--- config.mk ---
export PLATFORM = sky130hd
export DESIGN_NAME = safety_guard_control
export DESIGN_NICKNAME = d
export VERILOG_FILES = /design/src/rtl/safety_guard_pkg.sv /design/src/rtl/safety_guard_control.sv
export SDC_FILE = /design/constraint.sdc
export NUM_CORES = 1
export LEC_CHECK = 0
export BUFFER_PORTS_ARGS = -buffer_cell sky130_fd_sc_hd__buf_4
export CAP_MARGIN = 10
export CORE_MARGIN = 1
export CORE_UTILIZATION = 47
export DETAILED_ROUTE_END_ITERATION = 7
export GPL_ROUTABILITY_DRIVEN = 0
export PLACE_DENSITY = 0.85
export SLEW_MARGIN = 20
export SYNTH_ARGS = -nofsm -noshare
export SYNTH_HDL_FRONTEND = slang
export SYNTH_SLANG_ARGS = --single-unit
--- constraint.sdc ---
create_clock -name sys_clk -period 3.6 [get_ports sys_clk]
set_input_delay 0 -clock sys_clk [delete_from_list [all_inputs] [get_ports sys_clk]]
set_output_delay 0 -clock sys_clk [all_outputs]
set_load 0.005 [all_outputs]
--- src/rtl/safety_guard_pkg.sv ---
// constants shared by the safety guard block
package safety_guard_pkg;
  // register indices; byte address on the bus is four times the index
  localparam logic [15:0] IDX_IRQ_ENABLE = 16'hF050;
  localparam logic [15:0] IDX_IRQ_FLAGS = 16'hF052;
  localparam logic [15:0] IDX_IRQ_CLEAR_LOW = 16'hF054;
  localparam logic [15:0] IDX_IRQ_CLEAR_HIGH = 16'hF055;
  localparam logic [15:0] IDX_RAM_GUARD = 16'hF0B0;
  localparam logic [15:0] IDX_GUARD0_LOW = 16'hF0B4;
  localparam logic [15:0] IDX_GUARD0_HIGH = 16'hF0B5;
  localparam logic [15:0] IDX_GUARD1_LOW = 16'hF0B6;
  localparam logic [15:0] IDX_GUARD1_HIGH = 16'hF0B7;
  localparam logic [15:0] IDX_PARITY_SET = 16'hF0BC;
  localparam logic [15:0] IDX_LOOP_LOW = 16'hF0BE;
  localparam logic [15:0] IDX_LOOP_HIGH = 16'hF0BF;
  // reset values
  localparam logic [7:0] RST_BYTE = 8'h00;
  localparam logic [2:0] RST_AREA = 3'h0;
  // field layout
  localparam int AREA_W = 3;
  localparam int GUARD0_W = 6;
  localparam int GUARD1_W = 3;
  localparam int GROUPS = 9;
  localparam int LOOP_W = 2;
  localparam int FLAG_W = 3;
  localparam int BIT_PARITY = 0;
  localparam int BIT_CRC = 1;
  localparam int BIT_FLASH = 2;
  localparam int BIT_PARITY_ERROR_FLAG = 7;
  localparam int BIT_PARITY_RESET_ENABLE = 0;
  localparam int BIT_REREQ = 7;
  // enable bits that exist (bit 1 reserved)
  localparam logic [2:0] EN_MASK = 3'h5;
  // ram area selections
  localparam logic [2:0] AREA_OFF = 3'h0;
  localparam logic [2:0] AREA_64 = 3'h1;
  localparam logic [2:0] AREA_128 = 3'h2;
  localparam logic [2:0] AREA_256 = 3'h3;
  localparam logic [19:0] RAM_BASE_64 = 20'h0_EFC0;
  localparam logic [19:0] RAM_BASE_128 = 20'h0_EF80;
  localparam logic [19:0] RAM_BASE_256 = 20'h0_EF00;
  localparam logic [19:0] RAM_BASE_512 = 20'h0_EE00;
  localparam logic [19:0] RAM_TOP = 20'h0_EFFF;
  localparam logic [31:0] READ_ZERO = 32'h0000_0000;
  typedef enum logic [1:0] {
    BUS_IDLE = 2'b00,
    BUS_ACK = 2'b01
  } bus_state_type;
endpackage : safety_guard_pkg

--- src/rtl/safety_guard_control.sv ---
// safety guard: ram and register write guards, parity reset, status irq
`timescale 1ns/1ps
`default_nettype none
module safety_guard_control (
  input wire logic sys_clk, // 200 MHz system clock
  input wire logic rst_b, // async reset, active low
  input wire logic [15:0] address, // register index
  input wire logic read, // avalon read
  input wire logic write, // avalon write
  input wire logic [31:0] writedata, // avalon write data
  output logic [31:0] readdata, // avalon read data
  output logic waitrequest, // avalon wait
  input wire logic ram_wr_req, // cpu ram write strobe
  input wire logic [19:0] ram_wr_addr, // cpu ram write address
  output logic ram_wr_en, // ram write allowed, one cycle late
  output logic [19:0] ram_wr_addr_out, // registered ram address
  input wire logic sfr_wr_req, // cpu register write strobe
  input wire logic [3:0] sfr_wr_group, // guarded group index
  output logic sfr_wr_en, // register write allowed
  input wire logic ram_parity_err, // parity error on ram read
  input wire logic crc_done, // crc calculation finished
  input wire logic flash_done, // data flash erase/program done
  input wire logic unused_exec, // pc in unused program area
  input wire logic unused_rst_opt, // code option enables that reset
  input wire logic debug_mode, // on-chip debug active
  output logic safety_reset, // reset request pulse
  output logic parity_rst_status, // reset cause: parity, pulse
  output logic unused_rst_status, // reset cause: unused area, pulse
  output logic debug_break, // debug break pulse
  output logic status_irq, // status interrupt request pulse
  output logic [1:0] uart_loopback // loop-back test enables
);

  // ---------------------------------------------------------------
  // register storage
  // ---------------------------------------------------------------
  logic [2:0] ram_area;
  logic [5:0] reg_guard0;
  logic [2:0] reg_guard1;
  logic parity_reset_enable;
  logic parity_error_flag;
  logic [1:0] loopback_test;
  logic [2:0] status_irq_enable;
  logic [2:0] status_irq_flags;
  safety_guard_pkg::bus_state_type bus_state;
  logic wr_take;
  logic rd_take;
  logic [7:0] wbyte;
  logic [31:0] next_readdata;
  logic [8:0] group_guard;
  logic [19:0] area_base;
  logic ram_blocked;
  logic [2:0] flag_event;
  logic [2:0] flag_clear;
  logic [2:0] next_flags;
  logic rerequest;

  assign wr_take = write && !waitrequest;
  assign rd_take = read && waitrequest && bus_state == safety_guard_pkg::BUS_IDLE;
  assign wbyte = writedata[7:0];

  // ---------------------------------------------------------------
  // avalon slave handshake
  // ---------------------------------------------------------------
  // one wait cycle, then a single ack cycle; a write is taken in the ack cycle, a read in the wait cycle
  always_ff @(posedge sys_clk or negedge rst_b) begin
    if (!rst_b) begin
      bus_state <= safety_guard_pkg::BUS_IDLE;
      waitrequest <= 1'b1;
    end else begin
      case (bus_state)
        safety_guard_pkg::BUS_IDLE: begin
          if (read || write) begin
            bus_state <= safety_guard_pkg::BUS_ACK;
            waitrequest <= 1'b0;
          end
        end
        default: begin
          bus_state <= safety_guard_pkg::BUS_IDLE;
          waitrequest <= 1'b1;
        end
      endcase
    end
  end

  // reserved bits and write-only bytes read as zero
  always_comb begin
    next_readdata = safety_guard_pkg::READ_ZERO;
    if (address == safety_guard_pkg::IDX_IRQ_ENABLE) begin
      next_readdata[2:0] = status_irq_enable;
    end else if (address == safety_guard_pkg::IDX_IRQ_FLAGS) begin
      next_readdata[2:0] = status_irq_flags & safety_guard_pkg::EN_MASK;
    end else if (address == safety_guard_pkg::IDX_RAM_GUARD) begin
      next_readdata[2:0] = ram_area;
    end else if (address == safety_guard_pkg::IDX_GUARD0_LOW) begin
      next_readdata[5:0] = reg_guard0;
    end else if (address == safety_guard_pkg::IDX_GUARD1_LOW) begin
      next_readdata[2:0] = reg_guard1;
    end else if (address == safety_guard_pkg::IDX_PARITY_SET) begin
      next_readdata[safety_guard_pkg::BIT_PARITY_ERROR_FLAG] = parity_error_flag;
      next_readdata[safety_guard_pkg::BIT_PARITY_RESET_ENABLE] = parity_reset_enable;
    end else if (address == safety_guard_pkg::IDX_LOOP_LOW) begin
      next_readdata[1:0] = loopback_test;
    end
  end

  always_ff @(posedge sys_clk or negedge rst_b) begin
    if (!rst_b) begin
      readdata <= safety_guard_pkg::READ_ZERO;
    end else if (rd_take) begin
      readdata <= next_readdata;
    end
  end

  // ---------------------------------------------------------------
  // control registers
  // ---------------------------------------------------------------
  always_ff @(posedge sys_clk or negedge rst_b) begin
    if (!rst_b) begin
      ram_area <= safety_guard_pkg::RST_AREA;
      reg_guard0 <= safety_guard_pkg::RST_BYTE[5:0];
      reg_guard1 <= safety_guard_pkg::RST_BYTE[2:0];
      parity_reset_enable <= 1'b0;
      loopback_test <= safety_guard_pkg::RST_BYTE[1:0];
      status_irq_enable <= safety_guard_pkg::RST_BYTE[2:0];
    end else if (wr_take) begin
      if (address == safety_guard_pkg::IDX_RAM_GUARD) begin
        ram_area <= wbyte[2:0];
      end else if (address == safety_guard_pkg::IDX_GUARD0_LOW) begin
        reg_guard0 <= wbyte[5:0];
      end else if (address == safety_guard_pkg::IDX_GUARD1_LOW) begin
        reg_guard1 <= wbyte[2:0];
      end else if (address == safety_guard_pkg::IDX_PARITY_SET) begin
        parity_reset_enable <= wbyte[safety_guard_pkg::BIT_PARITY_RESET_ENABLE];
      end else if (address == safety_guard_pkg::IDX_LOOP_LOW) begin
        loopback_test <= wbyte[1:0];
      end else if (address == safety_guard_pkg::IDX_IRQ_ENABLE) begin
        status_irq_enable <= wbyte[2:0] & safety_guard_pkg::EN_MASK;
      end
    end
  end

  always_ff @(posedge sys_clk or negedge rst_b) begin
    if (!rst_b) begin
      uart_loopback <= 2'b00;
    end else begin
      uart_loopback <= loopback_test;
    end
  end

  // ---------------------------------------------------------------
  // ram write guard
  // ---------------------------------------------------------------
  always_comb begin
    if (ram_area == safety_guard_pkg::AREA_64) begin
      area_base = safety_guard_pkg::RAM_BASE_64;
    end else if (ram_area == safety_guard_pkg::AREA_128) begin
      area_base = safety_guard_pkg::RAM_BASE_128;
    end else if (ram_area == safety_guard_pkg::AREA_256) begin
      area_base = safety_guard_pkg::RAM_BASE_256;
    end else begin
      area_base = safety_guard_pkg::RAM_BASE_512;
    end
  end

  assign ram_blocked = ram_area != safety_guard_pkg::AREA_OFF &&
    ram_wr_addr >= area_base && ram_wr_addr <= safety_guard_pkg::RAM_TOP;

  // blocked writes vanish; no error and no flag
  always_ff @(posedge sys_clk or negedge rst_b) begin
    if (!rst_b) begin
      ram_wr_en <= 1'b0;
      ram_wr_addr_out <= 20'h0_0000;
    end else begin
      ram_wr_en <= ram_wr_req && !ram_blocked;
      ram_wr_addr_out <= ram_wr_addr;
    end
  end

  // ---------------------------------------------------------------
  // register group guard
  // ---------------------------------------------------------------
  genvar g;
  generate
    for (g = 0; g < safety_guard_pkg::GROUPS; g++) begin : gen_guard
      if (g < safety_guard_pkg::GUARD0_W) begin : gen_g0
        assign group_guard[g] = reg_guard0[g];
      end else begin : gen_g1
        assign group_guard[g] = reg_guard1[g - safety_guard_pkg::GUARD0_W];
      end
    end
  endgenerate

  // reads of guarded groups are untouched; only writes are gated
  always_ff @(posedge sys_clk or negedge rst_b) begin
    if (!rst_b) begin
      sfr_wr_en <= 1'b0;
    end else if (sfr_wr_group < 4'(safety_guard_pkg::GROUPS)) begin
      sfr_wr_en <= sfr_wr_req && !group_guard[sfr_wr_group];
    end else begin
      sfr_wr_en <= sfr_wr_req;
    end
  end

  // ---------------------------------------------------------------
  // parity and unused-area resets
  // ---------------------------------------------------------------
  always_ff @(posedge sys_clk or negedge rst_b) begin
    if (!rst_b) begin
      parity_error_flag <= 1'b0;
    end else if (ram_parity_err) begin
      parity_error_flag <= 1'b1;
    end else if (wr_take && address == safety_guard_pkg::IDX_PARITY_SET &&
                 wbyte[safety_guard_pkg::BIT_PARITY_ERROR_FLAG]) begin
      parity_error_flag <= 1'b0;
    end
  end

  always_ff @(posedge sys_clk or negedge rst_b) begin
    if (!rst_b) begin
      safety_reset <= 1'b0;
      parity_rst_status <= 1'b0;
      unused_rst_status <= 1'b0;
      debug_break <= 1'b0;
    end else begin
      parity_rst_status <= ram_parity_err && parity_reset_enable &&
        !debug_mode;
      unused_rst_status <= unused_exec && unused_rst_opt &&
        !debug_mode;
      safety_reset <= (ram_parity_err && parity_reset_enable && !debug_mode) ||
        (unused_exec && unused_rst_opt && !debug_mode);
      debug_break <= ram_parity_err && debug_mode;
    end
  end

  // ---------------------------------------------------------------
  // status interrupt
  // ---------------------------------------------------------------
  assign flag_event = {flash_done, crc_done, ram_parity_err};
  assign flag_clear = (wr_take &&
    address == safety_guard_pkg::IDX_IRQ_CLEAR_LOW) ? wbyte[2:0] : 3'b000;
  // set wins over a clear in the same cycle
  assign next_flags = (status_irq_flags & ~flag_clear) | flag_event;
  assign rerequest = wr_take &&
    address == safety_guard_pkg::IDX_IRQ_CLEAR_HIGH &&
    wbyte[safety_guard_pkg::BIT_REREQ];

  always_ff @(posedge sys_clk or negedge rst_b) begin
    if (!rst_b) begin
      status_irq_flags <= safety_guard_pkg::RST_BYTE[2:0];
    end else begin
      status_irq_flags <= next_flags;
    end
  end

  // a 0-to-1 change of an enabled flag or a re-request write requests; repeats are swallowed
  always_ff @(posedge sys_clk or negedge rst_b) begin
    if (!rst_b) begin
      status_irq <= 1'b0;
    end else begin
      status_irq <= |(flag_event & ~status_irq_flags & status_irq_enable) ||
        (rerequest && |(status_irq_flags & status_irq_enable));
    end
  end

  // ---------------------------------------------------------------
  // checks
  // ---------------------------------------------------------------
  a_ack_one_cycle: assert property (
    @(posedge sys_clk) disable iff (!rst_b)
    $fell(waitrequest) |=> waitrequest)
    else $error("ack lasted more than one cycle");

  a_ram_guard_off: assert property (
    @(posedge sys_clk) disable iff (!rst_b)
    ram_wr_req && ram_area == 3'h0 |=> ram_wr_en)
    else $error("write dropped with guard off");

  a_ram_guard_64: assert property (
    @(posedge sys_clk) disable iff (!rst_b)
    ram_wr_req && ram_area == 3'h1 |->
    ##1 ram_wr_en == ($past(ram_wr_addr) < 20'h0_EFC0 ||
                      $past(ram_wr_addr) > 20'h0_EFFF))
    else $error("64-byte guard wrong");

  a_ram_guard_512: assert property (
    @(posedge sys_clk) disable iff (!rst_b)
    ram_wr_req && ram_area[2] && ram_wr_addr >= 20'h0_EE00 &&
    ram_wr_addr <= 20'h0_EFFF |=> !ram_wr_en)
    else $error("512-byte guard not applied");

  a_group_guard: assert property (
    @(posedge sys_clk) disable iff (!rst_b)
    sfr_wr_req && sfr_wr_group < 4'h6 && reg_guard0[sfr_wr_group[2:0]]
    |=> !sfr_wr_en)
    else $error("guarded group written");

  a_flag_read_only: assert property (
    @(posedge sys_clk) disable iff (!rst_b)
    !(|flag_event) && !(|flag_clear) |=> $stable(status_irq_flags))
    else $error("status flags changed without cause");

  a_debug_no_reset: assert property (
    @(posedge sys_clk) disable iff (!rst_b)
    debug_mode && ram_parity_err |=> debug_break && !safety_reset ##1
    !debug_break)
    else $error("parity error in debug did not break");

  a_unused_reset: assert property (
    @(posedge sys_clk) disable iff (!rst_b)
    unused_exec && unused_rst_opt && !debug_mode |=>
    safety_reset && unused_rst_status)
    else $error("unused area reset missing");

  a_no_repeat_irq: assert property (
    @(posedge sys_clk) disable iff (!rst_b)
    status_irq_flags[0] && ram_parity_err && !rerequest |=> !status_irq)
    else $error("repeat event requested again");

  a_rerequest: assert property (
    @(posedge sys_clk) disable iff (!rst_b)
    rerequest && |(status_irq_flags & status_irq_enable) |=> status_irq)
    else $error("re-request not issued");

  c_guarded_drop: cover property (@(posedge sys_clk) disable iff (!rst_b)
    ram_wr_req && ram_blocked);
  c_parity_reset: cover property (@(posedge sys_clk) disable iff (!rst_b)
    safety_reset && parity_rst_status);
  c_irq_rerequest: cover property (@(posedge sys_clk) disable iff (!rst_b)
    rerequest ##1 status_irq);
  c_set_clear: cover property (@(posedge sys_clk) disable iff (!rst_b)
    |(flag_event & flag_clear));

endmodule : safety_guard_control
`default_nettype wire

==> summary.txt <==
STA
  – Setup Skew: 0.00518 ns
  – Crit share post-route: 51.4%
  – Final slew viol count: 0
  – # setup viols final: 0
  – Minimum clock period: 1.85 ns
  – Worst-Margin Slew: 0.706 ns
  – PnR worst setup slack: 1.75 ns
  – Setup TNS: 0 ns
  – Relative slew margins: 52.9%
  – Unrepaired setup endpoints after global routing: false
  – FMAX: 540 MHz
  – Final hold violation count: 0

Clock network
  – Root buffer cell: clkbuf_8
  – TritonCTS Sinks: 58
  – CTS tree: built
  – Clock latency on the worst-skew pair: 0.34 ns
  – Clock Tree Buf Depth: 2
  – H-tree depth: 3
  – Num CTS Buffers: 9
  – Worst-path clk slew: 0.07 ns

Floorplan
  – Die area: 5930 um2
  – I/O pin cnt: 146
  – Initial Util: 50.2%
  – Die Y: 77.0 um
  – Core area: 5270 um2
  – Row count: 26
  – Die Span X: 77.0 um

Worst setup path
  – CP top delay family: multiplexers
  – CP Buf/Inv Count: 1
  – Crit path launch type: flop
  – CP Max Fanout: 3
  – Crit Path Category: flop to flop
  – Worst endpoint data arrival time: 2.12 ns
  – CP peak stage delay: 0.54 ns
  – CP Capture Type: flop
  – Critical-path top delay cell: dlygate4sd3_1
  – CP required: 3.87 ns
  – Critical path, cell by cell: mux4_2 > mux2i_1 > o211a_1 > dlygate4sd3_1

Synth
  – Largest family of logic cells by synthesized area: simple AND/OR/NAND/NOR gates
  – Synth Area in Simple Gates: 16.2%
  – Synth area leader: dfrtp_1
  – Adder-cell share of the synthesized area: 0.946%
  – Sequential area share after synthesis: 54.9%
  – Post-Syn Area: 2650 um2
  – Ys Warns: 0
  – Post-synth EDFFs: 0
  – Post-Synthesis Cells: 221
  – Share of the synthesized area in the top cell type: 53.9%
  – Synth area leaders: dfrtp_1, mux2_2, buf_4, mux4_2, nand2_1
  – Synth Area in XOR/XNOR: 0.331%
  – Post-synth ARST share: 100%
  – Synthesized area per cell: 12.0 um2
  – Yosys reg bits: 58
  – Synth Area in Compound Gates: 7.62%
  – Mux contribution to synthesized area: 10.9%
  – Synth cell types: 52
  – Main synth FF type: dfrtp_1

Job
  – Maxcap violations: 0

GRT
  – Aggregate global-route resource usage: 23.4%
  – Largest net degree at the start of global routing: 59
  – Global-route wire length before repair: 10400 um
  – Number of global-route vias before repair: 2214
  – GRT Residual Overflow: 0
  – Antenna violations before repair: 0

Pwr
  – Switching power: 0.000347 W
  – Leakage: 1.86 nW
  – Internal power: 0.00112 W
  – Clock Power Share: 40.8%
  – Worst IR Drop VDD: 0.285 mV
  – Sw Share: 23.7%
  – Sequential share of power: 46.6%
  – Comb power frac: 12.6%
  – PwrDens: 374 nW/um2

Detailed routing
  – Routed length per instance: 15.1 um
  – Routed WL: 6550 um
  – Pre-antenna DRT Iters: 4
  – Starting DRT DRC Count: 126
  – Vias per inst: 5.00
  – Vias post-DR: 2170
  – Antenna Violating Nets Remaining: 0
  – Drc violations: 0

Place
  – Placed instance count: 378
  – Final HPWL DP: 4190 um
  – Number of port buffers: 94
  – Setup WS pre-CTS: 1.80 ns
  – DP Area: 3310 um2

Final layout
  – Layout Nets: 445
  – Cell area after layout: 3920 um2
  – Share of layout cells above drive strength 1: 37.4%
  – Finished Layout Cells: 434
  – Multi-input combinational cell area: 1050 um2
  – Fill count: 342
  – Area grow syn2layout: 48.0%
  – Ant. Diodes: 0
  – Seq. cell area: 1450 um2

Worst hold path
  – Worst Hold Class: input port to flop

Status
  – Status: finished clean
-- synthesized netlist by cell type, types with 3 or more instances --
library cell	n
nor2_1	8
nand3_1	7
buf_4	25
nor3_1	6
dfrtp_1	57
o21ai_1	3
mux2_2	17
clkbuf_1	5
mux4_2	3
nand4_1	4
o21ai_0	4
a21oi_1	6
nor4_1	3
nand2_1	15
a21o_1	4
mux2i_1	3
nor3b_1	4
inv_1	5
nor2b_1	3
-- final timing paths --
check | start | end | slack, ns | cells past startpoint
min in group asynchronous | rst_b | bus_state[0]$_DFFE_PN0P_ | 0.26 | 2
hold reg to reg | loopback_test[1]$_DFFE_PN0P_ | uart_loopback[1]$_DFF_PN0_ | 0.41 | 0
max in group asynchronous | rst_b | ram_wr_addr_out[4]$_DFF_PN0_ | 2.88 | 2
setup / recovery | reg_guard1[1]$_DFFE_PN0P_ | sfr_wr_en$_DFF_PN0_ | 1.75 | 4
setup reg to reg | reg_guard1[1]$_DFFE_PN0P_ | sfr_wr_en$_DFF_PN0_ | 1.75 | 4
hold / removal | address[0] | status_irq_flags[0]$_DFF_PN0_ | 0.09 | 4
-- layer usage --
| layer | GRT usage [%] | vias up | part of all wire, % |
|---|---|---|---|
| li1 | - | 1032 | - |
| met1 | 25.7 | 1045 | 39 |
| met2 | 41.8 | 86 | 55 |
| met3 | 9.29 | 7 | 5.8 |
| met4 | 6.23 | 0 | 0.82 |
| met5 | 0 | - | 0 |
-- cell families after synthesis --
| logic type | after synthesis |
|---|---|
| xor gates and xnor gates | 1 |
| buffers and inverters | 36 |
| muxes | 23 |
| AOI/OAI and AO/OA | 30 |
| and+or+nand+nor | 70 |
| adders and majority gates | 2 |
| other | 1 |
| DFF | 58 |
-- power by group through the flow --
stage	clock (W)	combinational [W]	sequential [W]
3_3_place_gp	0	0.000144	0.000693
4_1_cts	0.000615	0.000182	0.000682
5_1_grt	0.000646	0.000201	0.000684
3_5_place_dp	0	0.000147	0.000694
6_report	0.000597	0.000185	0.000682
2_1_floorplan	0	0.0000608	0.000696
-- cell type report --
type,count,area share (%)
sequential,58,37.1
inverter,5,0.479
multi-input combinational,151,26.7
timing repair buffer,134,28.3
clock inverter,6,1.69
clock buffer,10,3.52
tap,70,2.24
-- worst min-delay path: cells and delay by family --
family	cells	cell delay [ns]
and+or+nand+nor	2	0.15
AOI/OAI and AO/OA	1	0.11
buffers and inverters	1	0.14
-- sequential cells by signal, summed over array words and instances (netlist names), 2 cells and up --
signal	cells
readdata	7
status_irq_enable	2
reg_guard1	3
status_irq_flags	2
loopback_test	2
reg_guard0	6
uart_loopback	2
ram_wr_addr_out	20
ram_area	3
-- metrics by stage --
step	hold slack (ns)	utilization (%)	total power, W
floorplan	-0.296	-	0.000757
global placement	0.0892	62.8	0.000837
detailed placement	0.0966	62.8	0.000841
CTS	0.0718	74.3	0.00148
global route	0.0963	74.3	0.00153
finish	0.0930	74.3	0.00146
-- cells in the final DEF, fill, tap and decap left out, types with 2 or more instances in the layout --
cell,n
clkbuf_8,10
nor4_1,3
nor2_1,8
a22oi_1,2
nand3_1,7
o21ai_1,3
nor2b_1,3
nor3_1,6
nand4_1,4
and4_1,2
or3_1,2
dlygate4sd3_1,40
inv_1,5
mux2_2,17
clkinvlp_4,3
nor3b_1,4
nand2_1,15
nor4bb_1,2
mux4_2,3
o21ai_0,4
mux2i_1,3
conb_1,25
a21oi_1,6
dfrtp_1,57
ha_1,2
nand3b_1,2
a21o_1,4
buf_4,94
-- timing repair --
item                                   4_1_cts  5_1_grt
setup buffers                                0        0
endpoints found under the hold margin      107        0
resized for setup                            0        0
hold buffers                                40        0
No activity file was read; power rests on OpenSTA's default activity.
